**src/port_ctrl_regs.vh**
```
`ifndef PORT_CTRL_REGS_VH
`define PORT_CTRL_REGS_VH
`define MODE_QUASI 2'h0
`define MODE_PUSH_PULL 2'h1
`define MODE_INPUT_ONLY 2'h2
`define MODE_OPEN_DRAIN 2'h3
`define LATCH_RESET 8'hFF
`define P3_LATCH_RESET 8'h03
`define MODE_RESET 8'h00
`define SCHMITT_RESET 4'h0
`define I2C_CLK_BIT 3'h2
`define I2C_DAT_BIT 3'h3
`define XTAL_OUT_BIT 3'h0
`define XTAL_IN_BIT 3'h1
`define STRONG_CYCLES 2'h2
`define CLKOUT_HALF 2'h1
`define OP_WRITE 3'h0
`define OP_AND 3'h1
`define OP_OR 3'h2
`define OP_XOR 3'h3
`define OP_INC 3'h4
`define OP_DEC 3'h5
`define OP_BIT 3'h6
`define OP_NONE 3'h7
`define PORT_BITS 8
`define PORT1_BASE 8
`define PORT3_BASE 24
`define CLKOUT_LAST 2'h3
`endif

```
**src/pin_cell.v**
```verilog
`timescale 1ns/10ps
`include "port_ctrl_regs.vh"
module pin_cell
(
  input wire ref_clk,
  input wire srst,
  input wire periph_en,
  input wire [1:0] mode,
  input wire latch,
  input wire pin_sync,
  input wire disable_pin,
  output reg strong_up,
  output reg weak_up,
  output reg very_weak_up,
  output reg pull_down
);
  reg latch_prev_q;
  reg [1:0] strong_cnt_q;
  // =============================================
  // Strong pull-up timer
  always @(posedge ref_clk)
  begin
    if (srst)
    begin
      latch_prev_q <= 1'b1;
      strong_cnt_q <= 2'h0;
    end
    else
    begin
      latch_prev_q <= latch;
      if (mode == `MODE_QUASI && latch && !latch_prev_q)
        strong_cnt_q <= `STRONG_CYCLES;
      else if (!latch || mode != `MODE_QUASI)
        strong_cnt_q <= 2'h0;
      else if (periph_en && strong_cnt_q != 2'h0)
        strong_cnt_q <= strong_cnt_q - 2'h1;
    end
  end
  // =============================================
  // Driver selection
  always @(posedge ref_clk)
  begin
    if (srst)
    begin
      strong_up <= 1'b0;
      weak_up <= 1'b0;
      very_weak_up <= 1'b0;
      pull_down <= 1'b0;
    end
    else if (disable_pin)
    begin
      strong_up <= 1'b0;
      weak_up <= 1'b0;
      very_weak_up <= 1'b0;
      pull_down <= 1'b0;
    end
    else
    begin
      // Pull-down shared by quasi, push-pull and open drain
      pull_down <= !latch && mode != `MODE_INPUT_ONLY;
      case (mode)
        `MODE_QUASI:
        begin
          strong_up <= latch && (strong_cnt_q != 2'h0 || (!latch_prev_q));
          weak_up <= latch && pin_sync;
          very_weak_up <= latch;
        end
        `MODE_PUSH_PULL:
        begin
          strong_up <= latch;
          weak_up <= 1'b0;
          very_weak_up <= 1'b0;
        end
        default:
        begin
          strong_up <= 1'b0;
          weak_up <= 1'b0;
          very_weak_up <= 1'b0;
        end
      endcase
    end
  end
endmodule

```
**src/port_pin_mode_control.v**
```verilog
`timescale 1ns/10ps
`include "port_ctrl_regs.vh"
module port_pin_mode_control
(
  input wire ref_clk,
  input wire srst,
  input wire periph_en,
  input wire [1:0] port_sel,
  input wire [2:0] port_op,
  input wire [7:0] op_data,
  input wire [2:0] op_bit,
  input wire op_bit_val,
  input wire mode_we,
  input wire [7:0] mode_cfg_bit_low,
  input wire [7:0] mode_cfg_bit_high,
  input wire [3:0] schmitt_sel_in,
  input wire schmitt_we,
  input wire clk_out_en,
  input wire clk_src_rc_or_xtal,
  input wire xtal_option,
  input wire [31:0] pin_in,
  output reg [7:0] latch_rd_data,
  output reg [7:0] pin_rd_data,
  output reg [3:0] schmitt_sel,
  output reg [31:0] strong_up,
  output reg [31:0] weak_up,
  output reg [31:0] very_weak_up,
  output reg [31:0] pull_down,
  output reg clk_out
);
  reg [31:0] port_output_latch_q;
  reg [31:0] mode_low_q;
  reg [31:0] mode_high_q;
  reg [31:0] sync1_q;
  reg [31:0] sync2_q;
  reg [1:0] div_q;
  reg [7:0] cur_latch;
  reg [7:0] new_latch;
  reg [31:0] xtal_mask;
  wire [31:0] cell_su;
  wire [31:0] cell_wu;
  wire [31:0] cell_vw;
  wire [31:0] cell_pd;

  function [7:0] sel_byte;
    input [31:0] v;
    input [1:0] idx;
    begin
      sel_byte = v[idx*`PORT_BITS +: `PORT_BITS];
    end
  endfunction

  function [1:0] pin_mode;
    input [31:0] lo;
    input [31:0] hi;
    input integer n;
    begin
      // I2C pins fixed open drain
      if (n == `PORT1_BASE + `I2C_CLK_BIT || n == `PORT1_BASE + `I2C_DAT_BIT)
        pin_mode = `MODE_OPEN_DRAIN;
      else
        pin_mode = {lo[n], hi[n]};
    end
  endfunction

  // =============================================
  // Read-modify-write on the latch
  always @*
  begin
    cur_latch = sel_byte(port_output_latch_q, port_sel);
    new_latch = cur_latch;
    case (port_op)
      `OP_WRITE: new_latch = op_data;
      `OP_AND: new_latch = cur_latch & op_data;
      `OP_OR: new_latch = cur_latch | op_data;
      `OP_XOR: new_latch = cur_latch ^ op_data;
      `OP_INC: new_latch = cur_latch + 8'h01;
      `OP_DEC: new_latch = cur_latch - 8'h01;
      `OP_BIT: new_latch[op_bit] = op_bit_val;
      default: new_latch = cur_latch;
    endcase
  end

  always @(posedge ref_clk)
  begin
    if (srst)
    begin
      port_output_latch_q <= {`P3_LATCH_RESET, `LATCH_RESET, `LATCH_RESET, `LATCH_RESET};
      mode_low_q <= {4{`MODE_RESET}};
      mode_high_q <= {4{`MODE_RESET}};
      schmitt_sel <= `SCHMITT_RESET;
      latch_rd_data <= 8'h00;
      pin_rd_data <= 8'h00;
    end
    else
    begin
      if (port_op != `OP_NONE)
        port_output_latch_q[port_sel*`PORT_BITS +: `PORT_BITS] <= new_latch;
      if (mode_we)
      begin
        mode_low_q[port_sel*`PORT_BITS +: `PORT_BITS] <= mode_cfg_bit_low;
        mode_high_q[port_sel*`PORT_BITS +: `PORT_BITS] <= mode_cfg_bit_high;
      end
      if (schmitt_we)
        schmitt_sel <= schmitt_sel_in;
      latch_rd_data <= cur_latch;
      pin_rd_data <= sel_byte(sync2_q & ~xtal_mask, port_sel);
    end
  end

  // =============================================
  // Pin synchronizer
  always @(posedge ref_clk)
  begin
    if (srst)
    begin
      sync1_q <= 32'h0;
      sync2_q <= 32'h0;
    end
    else
    begin
      sync1_q <= pin_in;
      sync2_q <= sync1_q;
    end
  end

  // =============================================
  // Clock output divided by four
  always @(posedge ref_clk)
  begin
    if (srst)
    begin
      div_q <= 2'h0;
      clk_out <= 1'b0;
    end
    else if (clk_out_en && clk_src_rc_or_xtal)
    begin
      div_q <= div_q + 2'h1;
      if (div_q == `CLKOUT_HALF)
        clk_out <= !clk_out;
      else if (div_q == `CLKOUT_LAST)
        clk_out <= !clk_out;
    end
    else
    begin
      div_q <= 2'h0;
      clk_out <= 1'b0;
    end
  end

  // =============================================
  // Crystal pin masks
  // Crystal pins lose both directions; reads see 0 so a swinging oscillator never leaks in
  always @*
  begin
    xtal_mask = 32'h0;
    xtal_mask[`PORT3_BASE + `XTAL_OUT_BIT] = xtal_option;
    xtal_mask[`PORT3_BASE + `XTAL_IN_BIT] = xtal_option;
  end

  // =============================================
  // Per-pin drivers
  genvar g;
  generate
    for (g = 0; g < 32; g = g + 1)
    begin : pin_gen
      pin_cell u_cell
      (
        .ref_clk(ref_clk),
        .srst(srst),
        .periph_en(periph_en),
        .mode(pin_mode(mode_low_q, mode_high_q, g)),
        .latch(port_output_latch_q[g]),
        .pin_sync(sync2_q[g]),
        .disable_pin(xtal_mask[g]),
        .strong_up(cell_su[g]),
        .weak_up(cell_wu[g]),
        .very_weak_up(cell_vw[g]),
        .pull_down(cell_pd[g])
      );
    end
  endgenerate

  always @*
  begin
    strong_up = cell_su;
    weak_up = cell_wu;
    very_weak_up = cell_vw;
    pull_down = cell_pd;
  end
endmodule

```
**config.mk**
```make
export PLATFORM = sky130hd
export DESIGN_NAME = port_pin_mode_control
export DESIGN_NICKNAME = d
export VERILOG_FILES = /design/src/pin_cell.v /design/src/port_pin_mode_control.v
export VERILOG_INCLUDE_DIRS = /design/src
export SDC_FILE = /design/constraint.sdc
export NUM_CORES = 1
export LEC_CHECK = 0
export BUFFER_PORTS_ARGS = -buffer_cell sky130_fd_sc_hd__buf_4
export CORE_MARGIN = 2
export CORE_UTILIZATION = 51
export DETAILED_ROUTE_END_ITERATION = 12
export PLACE_DENSITY_LB_ADDON = 0.08
export SLEW_MARGIN = 30
export SYNTH_ARGS = -nofsm -noshare
export SYNTH_HDL_FRONTEND = slang
export SYNTH_SLANG_ARGS = --single-unit
```
**constraint.sdc**
```tcl
create_clock -name ref_clk -period 3.5 [get_ports ref_clk]
set_clock_uncertainty 0.2 [all_clocks]
set_input_delay 0.175 -clock ref_clk [delete_from_list [all_inputs] [get_ports ref_clk]]
set_output_delay 0.175 -clock ref_clk [all_outputs]
set_load 0.05 [all_outputs]
```
# --- Yosys cells after proc, flatten, opt, wreduce, memory -nomap -nowiden ---
# Cells that the tools add are included.
totals:
  word_cells: 987
  in_bits: 77
  ff_bits: 395
  ram_bits: 0
  n_memories: 0
  out_inout_bits: 149
  latch_bits: 0
  romBits: 0
classes:
  add_sub_neg: 34
  multipliers: 0
  shifts: 6
  n_eq_ne: 69
  reduce_logical: 489
  n_mux: 129
  n_bitwise: 36
  order_cmp: 2
  div_mod_pow: 0
op_table:
  columns: ["op", "count"]
  rows:
  - ["$logic_and 1x1->1", 182]
  - ["$mux 2", 90]
  - ["$reduce_bool 2->1", 61]
  - ["$shiftx 8x34->32", 3]
  - ["$bwmux 32", 3]
  - ["$reduce_or 3->1", 32]
  - ["$reduce_bool 3->1", 30]
  - ["$shiftx 32x6->8", 2]
  - ["$logic_not 1->1", 63]
  - ["$eq 2x1->1 const B", 31]
  - ["$logic_not 2->1", 30]
  - ["$logic_or 1x1->1", 60]
  - ["$ne 2x2->1 const B", 30]
  - ["$pmux 1 s2", 30]
  - ["$reduce_or 2->1", 30]
  - ["$sub 2x1->2 const B", 30]
  - ["$pmux 8 s7", 1]
  - ["$neg 5->34", 1]
  - ["$shift 8x34->32 const A", 1]
  - ["$and 32x32->32", 1]
  - ["$not 26->32", 1]
  - ["$not 1->1", 31]
  - ["$eq 3x3->1 const B", 3]
  - ["$add 8x1->8 const B", 1]
  - ["15 further kinds", 18]

# --- Depth between registers and ports, before layout ---
logic_depth:
  ltp_word: 8
  ltp_mapped: 12
  ltp_nobuf: 10

# --- Modules after synthesis ---
# A second synthesis with hierarchy kept.
unflattened:
  hier_cells: 1532
  hier_area_um2: 16025.4
modules_own_cells:
  columns: ["module", "instances", "area_each_um2", "cells_per_inst", "seq_area_each_um2"]
  rows:
  - ["pin_cell", 32, 265.3, 23, 140.1]
  - ["port_pin_mode_control", 1, 7537.2, 796, 3583.4]

# --- Worst setup path after synthesis ---
# No wires, ideal clock.
synth_timing:
  path_type: "input to register"
  startpoint: "in port_sel[0]"
  endpoint: "reg port_output_latch_q[13]"
  t_arrival_ns: 2.830
  setup_time_ns: 0.122
  slack_ns: 0.348
  cell_stages: 10
  path_cell_list: "buf_6 -> clkbuf_1 -> mux4_2 -> ha_1 -> o21a_1 -> o21ai_0 -> a222oi_1 -> o21ai_0 -> a311o_1 -> a221o_1"
synth_between:
  elab_chain_len: 5
  word_cells_on_any_way: 12
  cone_classes: "add/sub (3); shift (3); mux (3); bitwise (3)"
synth_lines:
  columns: ["item", "line_no", "text"]
  rows:
  - ["from (decl)", "port_pin_mode_control.v:8", "input wire [1:0] port_sel,"]
  - ["$shiftx 32x6->8 (*)", "port_pin_mode_control.v:49", "sel_byte = v[idx*`PORT_BITS +: `PORT_BITS];"]
  - ["net cur_latch[3]", "port_pin_mode_control.v:37", "reg [7:0] cur_latch;"]
  - ["$sub 8x1->8 (tied with other cells)", "port_pin_mode_control.v:78", "`OP_DEC: new_latch = cur_latch - 8'h01;"]
  - ["$pmux 8 s7 (*)", "port_pin_mode_control.v:72", "case (port_op)"]
  - ["$shiftx 8x34->32 (*)", "port_pin_mode_control.v:98", "port_output_latch_q[port_sel*`PORT_BITS +: `PORT_BITS] <= new_latch;"]
  - ["$bwmux 32 (*)", "port_pin_mode_control.v:98", null]
  - ["to (signal assigned)", "port_pin_mode_control.v:88", "port_output_latch_q <= {`P3_LATCH_RESET, `LATCH_RESET, `LATCH_RESET, `LATCH_RESET};"]
  - ["to (signal, indexed assignment)", "port_pin_mode_control.v:98", null]
  - ["to (decl)", "port_pin_mode_control.v:31", "reg [31:0] port_output_latch_q;"]
# Mark *: on every way through the listed nets, which the timed path passes. The rest lies on a longest branch.
# A chain may end at the register's enable or synchronous reset.

# --- Worst setup path in the final report ---
layout_timing:
  startpoint: "in port_sel[0]"
  endpoint: "reg port_output_latch_q[22]"
# Same word-level chain as after synthesis.

==> impl_results.md <==
- Worst Tran Pin Value: between 0.9 and 1 ns
- Top post-synthesis cells by count: dfxtp_1, buf_4, inv_1, nor2b_1, nor2_1
- Top-count cell post-synth: dfxtp_1
- Slew Viols, Final: 0
- Sequential power share: a little under half
- Fillers: approximately 2600
- HP Class: input port to flop
- # IOs: roughly 230
- DRC viols: 0
- CTS H-tree depth: 2
- Switching Fraction: 25.65%
- Tmin final: 3.299 ns
- FFs w/ async S/R, synth: 0%
- Congestion Overflow GR: 0
- Post-Syn Area: 15680 µm²
- Vias in the first global route: around 11000
- Mean Syn Cell Area: roughly 9.7 µm²
- Gr usage total: 23.75%
- Die X: 179.3 µm
- Cell Rows: 64
- EDFF count, synth: 0
- Final Cell Area: about 19000 µm²
- Dpl ws: around 0.28 ns
- Sequential element share of the synthesized area: about half
- CTS Buf Count: 40
- Starting Density: 51.52%
- Clock sink count: about 390
- Final Hold Fails: 0
- Setup slack after layout: 0.2010 ns
- Worst-path maximum fanout: 18
- Synth top area share: approximately 50%
- Slew margin rel.: approximately 38%
- Int Pwr: 0.007853 W
- Cell Area, Placed: around 17000 µm²
- PD cells: 562.4 nW/µm²
- Largest net degree at the start of global routing: just over 200
- Routed len/inst: 17.52 µm
- Core Region: around 30000 µm²
- Final ANT Viol Nets: 0
- RePlAce Congestion: 0.9415
- Post-DP HPWL: ~27000 µm
- Static Leak: around 7.6 nW
- Synthesized instance count: 1622
- Antenna violations before repair: 2
- Switch Pwr: about 0.0027 W
- WP data arrival: around 3.5 ns
- Gr busiest metal: met2
- GRT met3 Usage: 4.644%
- Top_reg_cell synth: dfxtp_1
- Status: finished, final reports clean
- Crit share post-route: 94.26%
- Total Routed Length: between 30000 and 40000 µm
- Required @ worst endpoint: roughly 3.7 ns
- Port Buf Inserts: 219
- Synth top area cells: dfxtp_1, buf_4, ha_1, nor2b_1, inv_1
- Die Y: around 180 µm
- Syn-to-layout area delta: 19.79%
- Worst skew pair latency: 0.53 ns
- GRT met2 Usage: 38.17%
- Power Total: around 0.011 W
- GR Util met1: approximately a third
- Yosys Warn Count: 0
- Peak supply drop: 410.6 µV
- Bufs on Longest Clock Path: 3
- Clock power frac: 41.3%
- Share of cells above drive strength 1: about a fifth
- Nets: ~1900
- Yosys reg bits: 391
- Vias: between 10000 and 15000
- Worst-path clk slew: around 0.06 ns
- 1st-iter DRT viols: roughly 750
- Achievable Freq: slightly above 300 MHz
- Startpoint types: input port
- Die area: about 32000 µm²
- Worst setup EP type: flop
- Avg Vias per Cell: about 5.2
- Setup violations, final: 0
- Clk root buf: clkbuf_16
- CTS tree: yes
- First-pass GRT wire length: just under 60000 µm
- Cell accounting for the most synthesized area: dfxtp_1
- First-pass DRT Iterations: 7
- Distinct cell type count after synthesis: 56
- CP Class: input port to flop
- RSZ-0062 raised after global routing: false
- Max-Cap Viols: 0
- Logic pwr share: 13.4%
- Final TNS setup: 0 ns
state kept, by name (all words and copies together) (netlist names):
register,cells
clk_out,1
div_q,2
latch_rd_data,8
mode_high_q,30
mode_low_q,30
pin_gen.u_cell.latch_prev_q,30
pin_gen.u_cell.pull_down,32
pin_gen.u_cell.strong_cnt_q,60
pin_gen.u_cell.strong_up,30
pin_gen.u_cell.very_weak_up,30
pin_gen.u_cell.weak_up,30
pin_rd_data,8
port_output_latch_q,32
schmitt_sel,4
sync1_q,32
sync2_q,32
path summary, 6_finish.rpt:
path / from / endpoint / slack, ns / cells past startpoint
max: port_sel[0] / port_output_latch_q[22]$_SDFFE_PP1P_ / 0.20 / 9
min: srst / schmitt_sel[3]$_SDFFE_PP0P_ / 0.01 / 3
max reg2reg: port_output_latch_q[3]$_SDFFE_PP1P_ / port_output_latch_q[22]$_SDFFE_PP1P_ / 0.40 / 7
min reg2reg: sync1_q[10]$_SDFF_PP0_ / sync2_q[10]$_SDFF_PP0_ / 0.23 / 1
per-layer routing:
layer	vias up	part of all wire (%)
met5	-	0
met2	369	46
met1	5447	44
met4	0	2.1
met3	62	7.5
li1	5629	-
area by class of cell:
type                            instances  area, µm²  share of cell area [%]
Antenna cell                            1      2.502                 0.01333
Clock buffer                           57       1187                   6.323
Clock inverter                         11      172.7                  0.9194
Inverter                              116      435.4                   2.319
Multi-Input combinational cell        927       6217                   33.11
Sequential cell                       391       7828                   41.68
Tap cell                              396      495.5                   2.638
Timing Repair Buffer                  302       2441                   13.00
per-stage QoR:
stage | hold slack (ns) | instances | util, %
after CTS | 0.03075 | 2200 | 61.71
final | 0.01078 | 2201 | 61.71
after global placement | 0.1846 | 2069 | 55.16
after floorplan | 0.05491 | 1627 | -
after global routing | 0.08658 | 2200 | 61.71
after detailed placement | 0.1891 | 2069 | 55.16
what timing repair did:
action / in CTS / in global routing
endpoints found under the hold margin: 95 / 0
hold buffers: 63 / 0
setup buffers: 0 / 0
resized for setup: 0 / 0
endpoints found under the setup margin: 0 / 0
power groups by stage:
| stage | clock network (W) | registers [W] | logic [W] |
|---|---|---|---|
| 6_report | 0.00437 | 0.00478 | 0.00142 |
| 5_1_grt | 0.00464 | 0.00480 | 0.00154 |
| 4_1_cts | 0.00445 | 0.00477 | 0.00142 |
| 3_5_place_dp | 0 | 0.00487 | 0.00135 |
| 3_3_place_gp | 0 | 0.00487 | 0.00133 |
| 2_1_floorplan | 0 | 0.00488 | 0.000996 |
cells by family (layout without fill, tap and decap cells):
logic type / count (synthesis) / after routing / synth area share, %
buffers and inverters: 309 / 486 / 10.56
AOI/OAI and AO/OA: 272 / 272 / 11.33
adders and majority gates: 59 / 59 / 4.709
xor gates and xnor gates: 36 / 36 / 2.011
muxes: 33 / 33 / 3.472
DFF: 391 / 391 / 49.93
and+or+nand+nor: 521 / 521 / 17.96
other: 1 / 7 / 0.02392
worst max-delay path: stages:
cell and delay [ns]:
dlygate4sd3_1 0.54, buf_4 0.30, mux4_2 0.64, ha_1 0.41
o21a_1 0.20, o21ai_0 0.33, a21oi_1 0.13, a311o_1 0.44
a221o_1 0.33
placed cells by master (no fill, tap or decap), types with 22 or more instances in the layout:
master and instances:
a21boi_0 28, a21oi_1 83, a22oi_1 26, a31oi_1 32, and2_1 44, buf_4 237
clkbuf_16 42, dfxtp_1 391, dlygate4sd3_1 63, ha_1 59, inv_1 115, nand2_1 94
nand3_1 40, nand3b_1 29, nor2_1 106, nor2b_1 114, nor4b_1 22, o21ai_0 45
or2_2 32, xnor2_1 34
Note: power is estimated with default switching activity, not from simulation.
